### src/kil_pkg.sv
// Package for the keypad interrupt latch: register map, fields, reset values, types
`default_nettype none

package kil_pkg;
  // Register byte offsets
  localparam logic [3:0] KIL_OFS_ENABLE = 4'h0;  // keypad_pin_enable
  localparam logic [3:0] KIL_OFS_ISC    = 4'h4;  // interrupt_status_control
  localparam logic [3:0] KIL_OFS_PDATA  = 4'h8;  // shared port data
  localparam logic [3:0] KIL_OFS_PDIR   = 4'hc;  // shared_port_direction
  // Status/control field positions
  localparam int KIL_ISC_PEND = 0;               // keypad_pending_flag (RO)
  localparam int KIL_ISC_MASK = 1;               // keypad_mask_bit (RW)
  localparam int KIL_ISC_ACK  = 2;               // keypad_acknowledge_bit (W1, reads 0)
  // Reset values
  localparam logic [7:0] KIL_ENABLE_RST = 8'h00;
  localparam logic       KIL_MASK_RST   = 1'b0;
  localparam logic [7:0] KIL_PDATA_RST  = 8'h00;
  localparam logic [7:0] KIL_PDIR_RST   = 8'h00;
  // Handler vector addresses
  localparam logic [15:0] KIL_VEC_HI = 16'hffd2;
  localparam logic [15:0] KIL_VEC_LO = 16'hffd3;
  // AXI responses
  localparam logic [1:0] KIL_RESP_OKAY   = 2'h0;
  localparam logic [1:0] KIL_RESP_SLVERR = 2'h2;

  // Pin drive bundle toward the pads
  typedef struct packed {
    logic [7:0] out;   // Output level
    logic [7:0] oe;    // Output enable
    logic [7:0] pull;  // Pull-up enable
  } kil_pad_t;
endpackage

`default_nettype wire

### src/kil_detect.sv
// Keypad sample, synchroniser and request latch
`default_nettype none

module kil_detect #(
  parameter int N = 8  // Number of keypad inputs
) (
  input  wire logic         aclk,     // Bus clock
  input  wire logic         aresetn,  // Sync reset, active low
  input  wire logic [N-1:0] pins,     // Raw pad levels
  input  wire logic [N-1:0] enable,   // Keypad enable per pin
  input  wire logic         ack,      // Acknowledge pulse
  output logic     [N-1:0] pins_s,   // Synchronised levels
  output logic              pending   // Latched request
);
  // Refuse input counts the reduction logic is not meant for
  if (N < 1 || N > 32) begin : g_bad_n
    $error("kil_detect: N out of range");
  end

  logic [N-1:0] meta_q;      // First stage only
  logic [N-1:0] sync_q;      // Second stage
  logic         any_low;     // Some enabled pin low
  logic         all_hi_q;    // All enabled were high last cycle
  logic         pend_q;      // Request latch
  logic         ack_seen_q;  // Acknowledge awaiting release

  always_ff @(posedge aclk) begin
    if (!aresetn) begin
      meta_q <= '0;
      sync_q <= '0;
    end else begin
      meta_q <= pins;
      sync_q <= meta_q;
    end
  end

  assign any_low = |(enable & ~sync_q);
  assign pins_s  = sync_q;

  // Remember idle-high state for edge detection
  always_ff @(posedge aclk) begin
    if (!aresetn) all_hi_q <= 1'b1;
    else          all_hi_q <= ~any_low;
  end

  // Acknowledge remembered until inputs release
  always_ff @(posedge aclk) begin
    if (!aresetn) begin
      ack_seen_q <= 1'b0;
    end else if (ack && any_low) begin
      ack_seen_q <= 1'b1;
    end else if (!any_low || !pend_q) begin
      ack_seen_q <= 1'b0;
    end
  end

  // Request latch; a new edge wins over a clear
  always_ff @(posedge aclk) begin
    if (!aresetn) begin
      pend_q <= 1'b0;
    // fall after all high; unaffected by ack
    end else if (all_hi_q && any_low) begin
      pend_q <= 1'b1;
    end else if ((ack || ack_seen_q) && !any_low) begin
      pend_q <= 1'b0;
    end
  end

  assign pending = pend_q;
endmodule

`default_nettype wire

### src/kil_top.sv
// Keypad interrupt latch top: AXI4-Lite registers, shared port, CPU interrupt
//
// Chosen here: the register offsets and register access over AXI4-Lite.
`default_nettype none

module kil_top (
  input  wire logic        aclk,          // Bus clock, 250 MHz
  input  wire logic        aresetn,       // Sync reset, active low
  // AXI4-Lite write address
  input  wire logic [3:0]  s_awaddr,      // Write address
  input  wire logic        s_awvalid,     // Write address valid
  output logic             s_awready,     // Write address ready
  // AXI4-Lite write data
  input  wire logic [31:0] s_wdata,       // Write data
  input  wire logic [3:0]  s_wstrb,       // Byte strobes
  input  wire logic        s_wvalid,      // Write data valid
  output logic             s_wready,      // Write data ready
  // AXI4-Lite write response
  output logic [1:0]       s_bresp,       // Write response
  output logic             s_bvalid,      // Response valid
  input  wire logic        s_bready,      // Response ready
  // AXI4-Lite read
  input  wire logic [3:0]  s_araddr,      // Read address
  input  wire logic        s_arvalid,     // Read address valid
  output logic             s_arready,     // Read address ready
  output logic [31:0]      s_rdata,       // Read data
  output logic [1:0]       s_rresp,       // Read response
  output logic             s_rvalid,      // Read valid
  input  wire logic        s_rready,      // Read ready
  // Shared port pins
  input  wire logic [7:0]  port_in,       // Pad input levels
  output kil_pkg::kil_pad_t port_pad,     // Pad drive, enable, pull-up
  // CPU side
  input  wire logic        vec_fetch,     // CPU fetch strobe
  input  wire logic [15:0] vec_addr,      // CPU fetch address
  output logic             cpu_irq,       // Unmasked request, level
  output logic             wake,          // Wake from wait, level
  output logic             irq            // Status interrupt, level
);
  localparam int N = 8;  // Keypad input count

  // Registers
  logic [N-1:0]      enable_q;    // keypad_pin_enable
  logic              mask_q;      // keypad_mask_bit
  logic [N-1:0]      pdata_q;     // Port data latch
  logic [N-1:0]      pdir_q;      // shared_port_direction
  logic              ack_q;       // Acknowledge pulse
  logic [N-1:0]      pins_s;      // Synchronised pins
  logic              pending;     // Latched request
  logic              pend_dly_q;  // For rising detect
  logic [0:0]        stat_q;      // Sticky event status
  logic [0:0]        imask_q;     // Event mask

  // Write channel holding
  logic              aw_have_q;   // Address held
  logic              w_have_q;    // Data held
  logic [3:0]        aw_q;        // Held address
  logic [31:0]       wd_q;        // Held data
  logic [3:0]        ws_q;        // Held strobes
  logic              do_wr;       // Perform write
  logic              vec_hit;     // Vector fetch acknowledge

  localparam logic [3:0] OFS_STAT = kil_pkg::KIL_OFS_ENABLE;  // Event status rides in bit 8
  localparam logic [3:0] OFS_IMSK = kil_pkg::KIL_OFS_ISC;     // Event mask rides in bit 8

  // Byte lane 0 write enable
  function automatic logic lane0(input logic [3:0] s);
    return s[0];
  endfunction

  assign do_wr = aw_have_q && w_have_q && !s_bvalid;

  // Address acceptance
  always_ff @(posedge aclk) begin
    if (!aresetn) begin
      aw_have_q <= 1'b0;
      aw_q      <= '0;
    end else if (s_awvalid && s_awready) begin
      aw_have_q <= 1'b1;
      aw_q      <= s_awaddr;
    end else if (do_wr) begin
      aw_have_q <= 1'b0;
    end
  end

  // Data acceptance
  always_ff @(posedge aclk) begin
    if (!aresetn) begin
      w_have_q <= 1'b0;
      wd_q     <= '0;
      ws_q     <= '0;
    end else if (s_wvalid && s_wready) begin
      w_have_q <= 1'b1;
      wd_q     <= s_wdata;
      ws_q     <= s_wstrb;
    end else if (do_wr) begin
      w_have_q <= 1'b0;
    end
  end

  // Ready while the slot is empty and no write response is pending
  always_ff @(posedge aclk) begin
    if (!aresetn) begin
      s_awready <= 1'b0;
      s_wready  <= 1'b0;
    end else begin
      s_awready <= !aw_have_q && !(s_awvalid && s_awready) && !s_bvalid;
      s_wready  <= !w_have_q && !(s_wvalid && s_wready) && !s_bvalid;
    end
  end

  // Write response
  always_ff @(posedge aclk) begin
    if (!aresetn) begin
      s_bvalid <= 1'b0;
      s_bresp  <= kil_pkg::KIL_RESP_OKAY;
    end else if (do_wr) begin
      s_bvalid <= 1'b1;
      s_bresp  <= (aw_q[3:2] == 2'h0 || aw_q[3:2] == 2'h1 || aw_q[3:2] == 2'h2 ||
                   aw_q[3:2] == 2'h3) ? kil_pkg::KIL_RESP_OKAY : kil_pkg::KIL_RESP_SLVERR;
    end else if (s_bready) begin
      s_bvalid <= 1'b0;
    end
  end

  // Register writes, low byte lane only
  always_ff @(posedge aclk) begin
    if (!aresetn) begin
      enable_q <= kil_pkg::KIL_ENABLE_RST;
      mask_q   <= kil_pkg::KIL_MASK_RST;
      pdata_q  <= kil_pkg::KIL_PDATA_RST;
      pdir_q   <= kil_pkg::KIL_PDIR_RST;
    end else if (do_wr && lane0(ws_q)) begin
      case (aw_q)
        kil_pkg::KIL_OFS_ENABLE: enable_q <= wd_q[N-1:0];
        kil_pkg::KIL_OFS_ISC:    mask_q   <= wd_q[kil_pkg::KIL_ISC_MASK];
        kil_pkg::KIL_OFS_PDATA:  pdata_q  <= wd_q[N-1:0];
        kil_pkg::KIL_OFS_PDIR:   pdir_q   <= wd_q[N-1:0];
        default: ;
      endcase
    end
  end

  // Acknowledge pulse from bus write or vector fetch
  assign vec_hit = vec_fetch && (vec_addr == kil_pkg::KIL_VEC_HI ||
                                 vec_addr == kil_pkg::KIL_VEC_LO);
  always_ff @(posedge aclk) begin
    if (!aresetn) begin
      ack_q <= 1'b0;
    end else begin
      ack_q <= vec_hit || (do_wr && lane0(ws_q) && aw_q == kil_pkg::KIL_OFS_ISC &&
               wd_q[kil_pkg::KIL_ISC_ACK]);
    end
  end

  kil_detect #(.N(N)) u_detect (
    .aclk    (aclk),
    .aresetn (aresetn),
    .pins    (port_in),
    .enable  (enable_q),
    .ack     (ack_q),
    .pins_s  (pins_s),
    .pending (pending)
  );

  // Pad drive
  always_ff @(posedge aclk) begin
    if (!aresetn) begin
      port_pad <= '0;
    end else begin
      port_pad.out  <= pdata_q;
      port_pad.oe   <= pdir_q & ~enable_q;
      port_pad.pull <= enable_q;
    end
  end

  // CPU interrupt and wake
  always_ff @(posedge aclk) begin
    if (!aresetn) begin
      cpu_irq <= 1'b0;
      wake    <= 1'b0;
    end else begin
      cpu_irq <= pending && !mask_q;
      wake    <= pending && !mask_q;
    end
  end

  // Sticky event status, set wins over clear
  always_ff @(posedge aclk) begin
    if (!aresetn) begin
      pend_dly_q <= 1'b0;
      stat_q     <= '0;
      imask_q    <= '0;
    end else begin
      pend_dly_q <= pending;
      if (do_wr && lane0(ws_q) && aw_q == OFS_IMSK && ws_q[1]) imask_q <= wd_q[8];
      stat_q <= (stat_q & ~((do_wr && lane0(ws_q) && aw_q == OFS_STAT && ws_q[1])
                ? wd_q[8] : 1'b0)) | (pending && !pend_dly_q);
    end
  end

  always_ff @(posedge aclk) begin
    if (!aresetn) irq <= 1'b0;
    else          irq <= |(stat_q & imask_q);
  end

  // Read channel
  always_ff @(posedge aclk) begin
    if (!aresetn) begin
      s_arready <= 1'b0;
      s_rvalid  <= 1'b0;
      s_rdata   <= '0;
      s_rresp   <= kil_pkg::KIL_RESP_OKAY;
    end else if (s_rvalid) begin
      s_arready <= 1'b0;
      if (s_rready) s_rvalid <= 1'b0;
    end else if (s_arvalid && s_arready) begin
      s_arready <= 1'b0;
      s_rvalid  <= 1'b1;
      s_rresp   <= kil_pkg::KIL_RESP_OKAY;
      s_rdata   <= '0;
      case (s_araddr)
        kil_pkg::KIL_OFS_ENABLE: s_rdata <= {16'h0000, 7'h00, stat_q, 8'h00 | enable_q};
        kil_pkg::KIL_OFS_ISC:    s_rdata <= {16'h0000, 7'h00, imask_q, 5'h00, 1'b0,
                                             mask_q, pending}; // pending flag
        // pin read only with direction zero
        kil_pkg::KIL_OFS_PDATA:  s_rdata <= {24'h000000, (pins_s & ~pdir_q) |
                                             (pdata_q & pdir_q)};
        kil_pkg::KIL_OFS_PDIR:   s_rdata <= {24'h000000, pdir_q};
        default:                 s_rresp <= kil_pkg::KIL_RESP_SLVERR;
      endcase
    end else begin
      s_arready <= 1'b1;
    end
  end
endmodule

`default_nettype wire

### config.mk
export PLATFORM = sky130hd
export DESIGN_NAME = kil_top
export DESIGN_NICKNAME = d
export VERILOG_FILES = /design/src/kil_pkg.sv /design/src/kil_detect.sv /design/src/kil_top.sv
export SDC_FILE = /design/constraint.sdc
export NUM_CORES = 1
export LEC_CHECK = 0
export ABC_AREA = 0
export BUFFER_PORTS_ARGS = -buffer_cell sky130_fd_sc_hd__buf_4
export CAP_MARGIN = 20
export CORE_ASPECT_RATIO = 1.75
export CORE_MARGIN = 1
export CORE_UTILIZATION = 49
export DETAILED_ROUTE_END_ITERATION = 7
export GPL_ROUTABILITY_DRIVEN = 0
export PLACE_DENSITY_LB_ADDON = 0.1
export SYNTH_ARGS = -nofsm -noshare
export SYNTH_HDL_FRONTEND = slang
export SYNTH_SLANG_ARGS = --single-unit
export TNS_END_PERCENT = 10
### constraint.sdc
create_clock -name aclk -period 1.85 [get_ports aclk]
set_input_delay 0.2775 -clock aclk [delete_from_list [all_inputs] [get_ports aclk]]
set_output_delay 0.2775 -clock aclk [all_outputs]
set_load 0.01 [all_outputs]
======== Word-level counts from Yosys, hierarchy flattened ========
Cells that the tools add are included.
cells by class
  multiplexer cells ....................... 17
  reductions and logical operators ........ 53
  equality and inequality tests ........... 11
  bitwise logic cells ..................... 15
operators with widths
  operator                                        number
  one-hot mux 9 bit (4 select lines)              1
  AND 8 bit                                       4
  == test 16 bit (second input constant)          2
  NOT 8 bit                                       3
  logical AND 1 bit                               21
  == test 4 bit (second input constant)           4
  2-to-1 mux 1 bit                                14
  AND reduction 2 bit                             5
  nonzero test 2 bit                              5
  logical NOT 1 bit                               9
  == test 4 x 3 -> 1 bit (second input constant)  2
  logical NOT 4 bit                               2
  bitwise OR 8 bit                                1
  OR reduction 8 bit                              1
  logical OR 1 bit                                7
  == test 2 bit (second input constant)           2
  2-to-1 mux 2 bit                                2
  NOT 1 bit                                       4
  OR reduction 4 bit                              1
  AND 1 bit                                       2
  == test 2 x 1 -> 1 bit (second input constant)  1
  logical NOT 2 bit                               1
  OR reduction 2 bit                              1
  bitwise OR 1 bit                                1
word-level totals
  flip-flop bits (word level) ............. 132
  logic and storage cells ................. 127
  output and inout port bits .............. 68
  bits of input ports ..................... 76

======== Depth between registers and ports, before layout ========
Gate-level depths: netlist of the first run.
  word-level depth ........................ 9
  depth in mapped cells ................... 6
  gate-level depth less buffers ........... 4

======== Modules after synthesis ========
From an unflattened synthesis of the first run, not the netlist that was laid out.
second synthesis, totals
  cells, all modules ...................... 446
  area, all modules ....................... 4,216.5 um^2
by module, submodules not included
  module      seq. area each (um^2)  instances  area each (um^2)  cells each
  kil_top     1,761.7                1          3,607.2           392
  kil_detect  380.4                  1          609.3             54

======== Least setup slack after synthesis of the first run ========
Ideal clock, no wire load.
  path type ............................... flip-flop to flip-flop
  start point ............................. register s_bvalid
  end point ............................... register enable_q[5]
  setup time .............................. 0.113 ns
  slack ................................... 0.232 ns
  data required time ...................... 1.737 ns
  buffers on the path ..................... 2
  arrival ................................. 1.505 ns
  stages on the path, launching flop included .. 7
  period minus slack after synthesis ...... 1.618 ns
  cell sequence ........................... dfxtp_1 nand3b_1 or4_4 buf_6 buf_6 nand2_1 o21ai_2
on the way
  word-level cells in the longest chain between the ends .. 4
RTL lines
  element                               line            RTL
  from (decl)                           kil_top.sv:20   output logic s_bvalid,
  from (signal assigned)                kil_top.sv:115  s_bvalid <= 1'b0;
  from (signal assigned)                kil_top.sv:118  s_bvalid <= 1'b1;
  from (signal assigned)                kil_top.sv:122  s_bvalid <= 1'b0;
  logical NOT 1 bit                     kil_top.sv:71   assign do_wr = aw_have_q && w_have_q && !s_bvalid;
  logical AND 1 bit                     kil_top.sv:71
  logical AND 1 bit                     kil_top.sv:133  end else if (do_wr && lane0(ws_q)) begin
  AND reduction 2 bit (no source line)  n/a
  to (signal assigned)                  kil_top.sv:129  enable_q <= kil_pkg::KIL_ENABLE_RST;
  to (signal assigned)                  kil_top.sv:135  kil_pkg::KIL_OFS_ENABLE: enable_q <= wd_q[N-1:0];
  to (decl)                             kil_top.sv:43   logic [N-1:0] enable_q;
Every way passes these cells.
A chain may end at the register's enable or synchronous reset.

======== Worst setup path in the final report of the first run ========
  start point ............................. register ws_q[0]
  end point ............................... register stat_q
on the way
  word-level cells in the longest chain between the ends .. 7
RTL lines
  element                         line            RTL
  from (decl)                     kil_top.sv:59   logic [3:0] ws_q;
  from (signal assigned)          kil_top.sv:95   ws_q <= s_wstrb;
  logical AND 1 bit (3 in a row)  kil_top.sv:197  stat_q <= (stat_q & ~((do_wr && lane0(ws_q) && aw_q == OFS_STAT && ws_q[1])
  2-to-1 mux 1 bit                kil_top.sv:198  ? wd_q[8] : 1'b0)) | (pending && !pend_dly_q);
  NOT 1 bit                       kil_top.sv:197
  AND 1 bit                       kil_top.sv:197
  bitwise OR 1 bit                kil_top.sv:198
  to (signal assigned)            kil_top.sv:197
  to (decl)                       kil_top.sv:51   logic [0:0] stat_q;
Every way passes these cells.

==> results of run 1 <==
[cell families (layout without fill, tap and decap cells)]
group / Yosys count / in the layout / share of synthesized area
compound gates: 74 / 74 / 0.125
buf+inv: 62 / 134 / 0.0860
simple gates: 155 / 155 / 0.207
other cells: 1 / 25 / 0.000934
flops: 107 / 107 / 0.533
mux: 19 / 19 / 0.0474
[power groups by stage]
stage / clock network (W) / logic (W) / registers, W
6_report: 0.00176 / 0.000267 / 0.00239
2_1_floorplan: 0 / 0.000175 / 0.00243
4_1_cts: 0.00180 / 0.000270 / 0.00239
3_5_place_dp: 0 / 0.000270 / 0.00244
5_1_grt: 0.00189 / 0.000299 / 0.00239
3_3_place_gp: 0 / 0.000265 / 0.00244
[routing by layer]
layer / GRT usage / vias to the layer above / wire (um)
met5: 0 / - / 0
met4: 0.103 / 0 / 201
met3: 0.0364 / 12 / 308
met2: 0.385 / 76 / 4520
met1: 0.220 / 1409 / 3420
li1: - / 1538 / -
[registers in the layout (all words and copies together) (netlist names), 8 cells and up]
name and flops:
pdir_q 8, pdata_q 8, s_rdata 9, u_detect.pins_s 8
u_detect.meta_q 8, wd_q 9, port_pad 24, enable_q 8
[synth_stat cells, drive strengths merged]
library cell    n  share of area
nor2            5         0.0047
inv            18          0.017
nand3           8          0.010
buf            29          0.055
conb            1        0.00093
nand4           2         0.0031
and2           26          0.041
or3b            1         0.0028
o2111ai         1         0.0022
nor3b           2         0.0037
nand4b          1         0.0022
nor2b          12          0.019
nor4bb          2         0.0050
o311ai          2         0.0044
nor3            4         0.0078
o211a           1         0.0025
dfxtp         107           0.53
o2bb2ai         8          0.017
a21oi           1         0.0012
o21ai          30          0.039
mux2i          19          0.047
and3b           4         0.0087
a22oi           6          0.011
nand3b          1         0.0019
or4             2         0.0047
nand2          63          0.059
clkbuf         15          0.014
o22ai           3         0.0047
o211ai          1         0.0031
o21a            1         0.0019
a21boi         20          0.037
nand2b         12          0.019
nor4            3         0.0047
and3            7          0.011
[path summary, 6_finish.rpt]
| path | start | to | slack (ns) | cells past startpoint |
|---|---|---|---|---|
| max | ws_q[0] | stat_q | 0.14 | 4 |
| min | port_in[1] | u_detect.meta_q[1] | 0.14 | 2 |
| max reg2reg | ws_q[0] | stat_q | 0.14 | 4 |
| min reg2reg | pend_dly_q | stat_q | 0.41 | 1 |
[worst register-to-register path: stages, from the launching register on]
cell and delay [ns]:
dfxtp_1 0.34, or3b_4 0.41, or4_4 0.58, o211ai_2 0.20, o21ai_1 0.07
[cell type report]
class                      count  area [um^2]  area share
multi-input combinational    273         1620       0.326
inverter                      18         67.6      0.0136
sequential                   107         2140       0.431
tap                           90          113      0.0227
timing repair buffer         100          751       0.151
clock inverter                 2         10.0     0.00202
clock buffer                  14          264      0.0532
[per-stage QoR]
| step | total power, W | cell area (um^2) | std cells | worst slack, ns | hold WS, ns |
|---|---|---|---|---|---|
| final | 0.00441 | 4960 | 604 | 0.137 | 0.139 |
| after global routing | 0.00458 | 4960 | 604 | 0.0839 | 0.139 |
| after CTS | 0.00445 | 4960 | 604 | 0.124 | 0.128 |
| after detailed placement | 0.00271 | 4690 | 588 | 0.130 | 0.406 |
| after global placement | 0.00270 | 4690 | 588 | 0.156 | 0.400 |
| after floorplan | 0.00260 | 4110 | 442 | 0.232 | 0.392 |
==> flow_summary.toml, run 1 <==
[worst_setup_path]
critical-path-max-stage-delay_ns = 0.58
crit_fanout = 17
required_ns = 2.08
crit_chain = "or3b_4 -> or4_4 -> o211ai_2 -> o21ai_1"
end_kind = "flip-flop"
path_delay_family = "simple AND/OR/NAND/NOR gates"
critPathArrivalTime_ns = 1.95
slowest_stage = "or4_4"
critPathKind = "flip-flop to flip-flop"
critPathLaunchType = "flip-flop"
path_buf_inv = 0

[layout]
n_fill_cell = 720
mostFrequentLayoutCell = "dfxtp_1"
antennaDiodeCount = 0
syn_to_final_growth_pct = 23.7
final_util = 0.628
final_cell_mix = "dfxtp_1, buf_4, nand2_1, and2_1, conb_1"
drive_gt1_frac = 0.232
nets = 585

[sta]
rsz0062_at_grt = "false"
slew_violations = 0
max_slew_margin = 0.491
fin_setup_tns_ns = 0
setup_viol = 0
fin_crit_ns = 1.71
skew_ns = 0.00486
fmax_mhz = 584
hold_viol_final = 0
tightest_slew_ns = 0.761
fin_crit_sh = 0.926

[power_and_ir_drop]
p_clk_frac = 0.399
p_switching_w = 0.000949
power_leakage_nw = 2.20
p_comb_frac = 0.061
internal-power_w = 0.00346
power_density_mw_per_mm2 = 889
seq_power_share = 0.540
ir_drop_mv = 0.500
switching_share = 0.215

[drt]
drt-initial-drc-count = 117
postRouteAntennaNets = 0
drcViolationCount = 0
totalWireLength_um = 8440
first_pass_iters = 5
vias_per_cell = 5.02
wire_per_inst_um = 14.0
num_vias = 3035

[die]
die_w_um = 70.4
die_y_um = 122
core_mm2 = 0.00791
initial_core_util = 0.508
num_rows = 43
pin_count = 144
dieArea_mm2 = 0.00857

[clock_network]
cts_buffers = 9
clk_pin_slew_ns = 0.07
holdBufCountCts = 0
clkLatencyLatePin_ns = 0.34
root_buffer = "clkbuf_16"
cts.sinks = 107
post_cts_buffers = 0
cts_resized = 0
cts.htree.levels = 3
cts_max_path_buffers = 2
cts_tree = "yes"

[global_route]
grt_max_degree = 48
grt_use_total = 0.207
grt_overflow_total = 0
grt_pass1_vias = 2854
grt_pass1_wl_um = 13500
antenna_found_initial = 0

[yosys]
synth_seq_cells = 107
ys_types = 40
synthCells = 418
yosysWarnings = 0
syn_area_mm2 = 0.00402
synth-seq-area-share = 0.533
postSynthAreaPerCell_um2 = 9.61

[placement]
io_buffer_count = 92
place_hpwl_um = 6250

[min_path]
hp-class = "primary input to flip-flop"

[run_status]
outcome = "completed"

[flow_run]
max_cap_viol_count = 0
Power figures use the tool's default switching activity.
==> run 2: changes to the inputs <==
--- a/config.mk
+++ b/config.mk
@@ -13,6 +13,7 @@
 export CORE_UTILIZATION = 49
 export DETAILED_ROUTE_END_ITERATION = 7
 export GPL_ROUTABILITY_DRIVEN = 0
+export HOLD_SLACK_MARGIN = 0.15
 export PLACE_DENSITY_LB_ADDON = 0.1
 export SYNTH_ARGS = -nofsm -noshare
 export SYNTH_HDL_FRONTEND = slang
==> run 2 against run 1 <==
Effect of this change:
- design area grew 1.4%
- cell count grew 1.2%
- register-to-register slack is essentially flat
- non-clock buffer count grew 7
- power grew 0.14%
- count of clock-buffer cells in the layout is the same
- critical path type unchanged
- critical endpoint unchanged
==> flow_summary.toml, run 2 (synthesis results as in run 1) <==
[run_status]
outcome = "completed"

[sta]
max_slew_margin = 0.476
finalWorstSetupSlack_ns = 0.139
setup_viol = 0
fin_crit_sh = 0.925
fin_setup_tns_ns = 0
hold_viol_final = 0
hold_slack_ns = 0.173
rsz0062_at_grt = "false"
tightest_slew_ns = 0.784
slew_violations = 0
fmax_mhz = 584
fin_crit_ns = 1.71
skew_ns = 0.00531

[clock_network]
cts_resized = 0
cts_buffers = 9
cts_max_path_buffers = 2
cts_tree = "yes"
clk_pin_slew_ns = 0.07
clkLatencyLatePin_ns = 0.34
root_buffer = "clkbuf_16"
cts.sinks = 107
post_cts_buffers = 0
cts.htree.levels = 3

[power_and_ir_drop]
p_clk_frac = 0.397
power_density_mw_per_mm2 = 878
p_switching_w = 0.000945
internal-power_w = 0.00347
p_total_w = 0.00442
ir_drop_mv = 0.498
seq_power_share = 0.540
power_leakage_nw = 2.23
switching_share = 0.214
p_comb_frac = 0.063

[drt]
num_vias = 3047
first_pass_iters = 6
drt-initial-drc-count = 112
totalWireLength_um = 8550
postRouteAntennaNets = 0
wire_per_inst_um = 14.0
vias_per_cell = 4.99
drcViolationCount = 0

[worst_setup_path]
critPathKind = "flip-flop to flip-flop"
critical-path-max-stage-delay_ns = 0.57
crit_fanout = 17
end_kind = "flip-flop"
path_buf_inv = 0
critPathArrivalTime_ns = 1.94
critPathLaunchType = "flip-flop"
crit_chain = "or3b_4 -> or4_4 -> o211ai_2 -> o21ai_1"
required_ns = 2.08
slowest_stage = "or4_4"
path_delay_family = "simple AND/OR/NAND/NOR gates"

[global_route]
antenna_found_initial = 0
grt_pass1_vias = 2887
grt_overflow_total = 0
grt_pass1_wl_um = 13600
grt_max_degree = 48
grt_use_total = 0.209

[layout]
syn_to_final_growth_pct = 25.4
final_cell_mix = "dfxtp_1, buf_4, nand2_1, and2_1, conb_1"
fin_cells = 611
largest_reg_flops = 24
mostFrequentLayoutCell = "dfxtp_1"
drive_gt1_frac = 0.228
top_regs = "port_pad (24), s_rdata (9), wd_q (9)"
nets = 592
largest-register = "port_pad"
n_fill_cell = 714
antennaDiodeCount = 0

[placement]
place_hpwl_um = 6250
io_buffer_count = 92
dp_slack_ns = 0.130
place_inst = 588

[die]
num_rows = 43
pin_count = 144
die_y_um = 122
die_w_um = 70.4
dieArea_mm2 = 0.00857
core_mm2 = 0.00791
initial_core_util = 0.508

[min_path]
hp-class = "primary input to flip-flop"

[flow_run]
max_cap_viol_count = 0
run 2: cell types whose count changed in the layout (fill, tap and decap cells not counted), sizes merged:
cell         delta
dlygate4sd3     +7
run 2: metrics by stage:
step,area [um^2],util
final,5030,0.637
after global routing,5030,0.637
after CTS,5030,0.637
after detailed placement,4690,0.593
after global placement,4690,0.593
after floorplan,4110,-
run 2: worst paths after layout:
kind | startpoint | to | slack [ns] | depth (start not counted)
hold reg to reg | pend_dly_q | stat_q | 0.41 | 1
setup reg to reg | ws_q[0] | stat_q | 0.14 | 4
hold / removal | port_in[0] | u_detect.meta_q[0] | 0.17 | 2
setup / recovery | ws_q[0] | stat_q | 0.14 | 4
run 2: area by class of cell:
cell class              count  area [um^2]  share of cell area
clock buffers              14          264              0.0524
clock inverters             2         10.0             0.00199
repair buffers            107          821               0.163
well taps                  90          113              0.0224
multi-input cells         273         1620               0.321
inverters                  18         67.6              0.0134
flip-flops and latches    107         2140               0.425
run 2: routing by layer:
metal | share of wire | global-route usage | routed length [um]
met5 | 0 | 0 | 0
met4 | 0.023 | 0.103 | 195
met3 | 0.045 | 0.0364 | 382
met2 | 0.54 | 0.393 | 4640
met1 | 0.39 | 0.220 | 3330
run 2: repair_timing:
item | CTS | global route
hold buffers | 7 | 0
hold endpoints to repair | 7 | 0
setup endpoints to repair | 0 | 0
run 2: power groups by stage:
stage	clock, W	combinational [W]	sequential [W]
after floorplan	0	0.000175	0.00243
after global placement	0	0.000265	0.00244
after detailed placement	0	0.000270	0.00244
after CTS	0.00180	0.000282	0.00239
after global routing	0.00189	0.000312	0.00239
final	0.00175	0.000279	0.00239
==> run 3: changes to the inputs <==
--- a/config.mk
+++ b/config.mk
@@ -8,9 +8,9 @@
 export ABC_AREA = 0
 export BUFFER_PORTS_ARGS = -buffer_cell sky130_fd_sc_hd__buf_4
 export CAP_MARGIN = 20
-export CORE_ASPECT_RATIO = 1.75
+export CORE_ASPECT_RATIO = 0.9
 export CORE_MARGIN = 1
-export CORE_UTILIZATION = 49
+export CORE_UTILIZATION = 45
 export DETAILED_ROUTE_END_ITERATION = 7
 export GPL_ROUTABILITY_DRIVEN = 0
 export HOLD_SLACK_MARGIN = 0.15
==> constraint.sdc (replaced) <==
create_clock -name aclk -period 1.8 [get_ports aclk]
set_input_delay 0.27 -clock aclk [delete_from_list [all_inputs] [get_ports aclk]]
set_output_delay 0.27 -clock aclk [all_outputs]
set_load 0.01 [all_outputs]
==> run 3 against run 2 <==
Effect of this change:
- fmax is 1.1% higher
- cell count is 5.7% higher
- power is 7.7% lower
- global-route usage is 2.5 points lower
- via count is 1.1% higher
- clock power is 24% lower
- die area is 8.5% higher
- clock skew is 0.0045 ns higher
- non-clock buffer count is 6 higher
- critical path depth stayed put
- critical path type unchanged
- critical endpoint unchanged
==> flow_summary.toml, run 3 (synthesis results as in run 1) <==
[run_status]
outcome = "completed"

[placement]
place_hpwl_um = 5900
placed_area_mm2 = 0.00474
io_buffer_count = 92

[clock_network]
clkLatencyLatePin_ns = 0.36
post_cts_buffers = 0
cts_resized = 0
cts.htree.levels = 3
cts_tree = "yes"
holdBufCountCts = 12
clk_pin_slew_ns = 0.10
cts_max_path_buffers = 2
root_buffer = "clkbuf_8"
cts_buffers = 9
cts.sinks = 107

[sta]
setup_viol = 0
rsz0062_at_grt = "false"
fin_crit_sh = 0.940
fin_setup_tns_ns = 0
fin_crit_ns = 1.69
tightest_slew_ns = 0.564
fmax_mhz = 591
hold_slack_ns = 0.161
slew_violations = 0
skew_ns = 0.00978
hold_viol_final = 0
max_slew_margin = 0.623

[layout]
largest_reg_flops = 24
final_cell_mix = "dfxtp_1, buf_4, nand2_1, and2_1, conb_1"
antennaDiodeCount = 0
largest-register = "port_pad"
top_regs = "port_pad (24), s_rdata (9), wd_q (9)"
mostFrequentLayoutCell = "dfxtp_1"
fin_area_mm2 = 0.00505
syn_to_final_growth_pct = 25.8
drive_gt1_frac = 0.230
nets = 598

[die]
core_mm2 = 0.00861
die_w_um = 102
dieArea_mm2 = 0.00930
num_rows = 32
die_y_um = 91.6
pin_count = 144
initial_core_util = 0.466

[min_path]
hp-class = "primary input to flip-flop"

[global_route]
grt_overflow_total = 0
grt_pass1_wl_um = 13200
grt_pass1_vias = 2827
grt_max_degree = 62
antenna_found_initial = 0
grt_use_total = 0.185

[power_and_ir_drop]
power_leakage_nw = 2.21
internal-power_w = 0.00312
switching_share = 0.236
power_density_mw_per_mm2 = 808
p_switching_w = 0.000961
p_comb_frac = 0.073
p_total_w = 0.00408
seq_power_share = 0.600
ir_drop_mv = 0.382
p_clk_frac = 0.327

[worst_setup_path]
critPathArrivalTime_ns = 1.95
required_ns = 2.06
end_kind = "flip-flop"
critPathKind = "flip-flop to flip-flop"
critPathLaunchType = "flip-flop"
crit_fanout = 17
r2r_setup_slack_ns = 0.11

[drt]
first_pass_iters = 4
vias_per_cell = 4.77
totalWireLength_um = 8240
wire_per_inst_um = 12.8
drt-initial-drc-count = 87
postRouteAntennaNets = 0
num_vias = 3080
drcViolationCount = 0

[flow_run]
max_cap_viol_count = 0
## run 3: power by group through the flow
stage / clock, W / combinational, W / sequential [W]
after global placement: 0 / 0.000276 / 0.00250
after global routing: 0.00146 / 0.000332 / 0.00245
after CTS: 0.00136 / 0.000300 / 0.00245
after detailed placement: 0 / 0.000279 / 0.00250
after floorplan: 0 / 0.000180 / 0.00250
final: 0.00133 / 0.000300 / 0.00245
## run 3: worst max-delay path, cell delays in order, from the launching register on
cell      delay [ns]
dfxtp_1         0.34
or3b_4          0.42
or4_4           0.57
o211ai_2        0.19
o21ai_1         0.07
## run 3: layer usage
metal	global-route usage	share of wire	up-vias
met5	0	0	-
met4	0.0435	0.011	0
met3	0.0511	0.050	10
met2	0.321	0.50	97
met1	0.224	0.44	1412
li1	-	-	1561
## run 3: worst paths after layout
kind,cells past startpoint,end,from
worst max-delay path,4,stat_q,aw_q[0]
worst max register to register,4,stat_q,aw_q[0]
worst min register to register,1,stat_q,pend_dly_q
worst min-delay path,3,wd_q[3],s_wdata[3]
## run 3: final cells by class
cell class                 count  area [um^2]
fill                         793         3560
sequential                   107         2140
multi-input combinational    273         1620
timing repair buffer         113          893
tap                          119          149
clock buffer                  11          141
inverter                      18         67.6
clock inverter                 5         38.8
## run 3: metrics by stage
stage	worst slack, ns	instances	utilization
2_1_floorplan	0.182	442	-
3_3_place_gp	0.122	617	0.551
3_5_place_dp	0.102	617	0.551
4_1_cts	0.0945	645	0.585
5_1_grt	0.0376	646	0.587
6_report	0.107	646	0.587
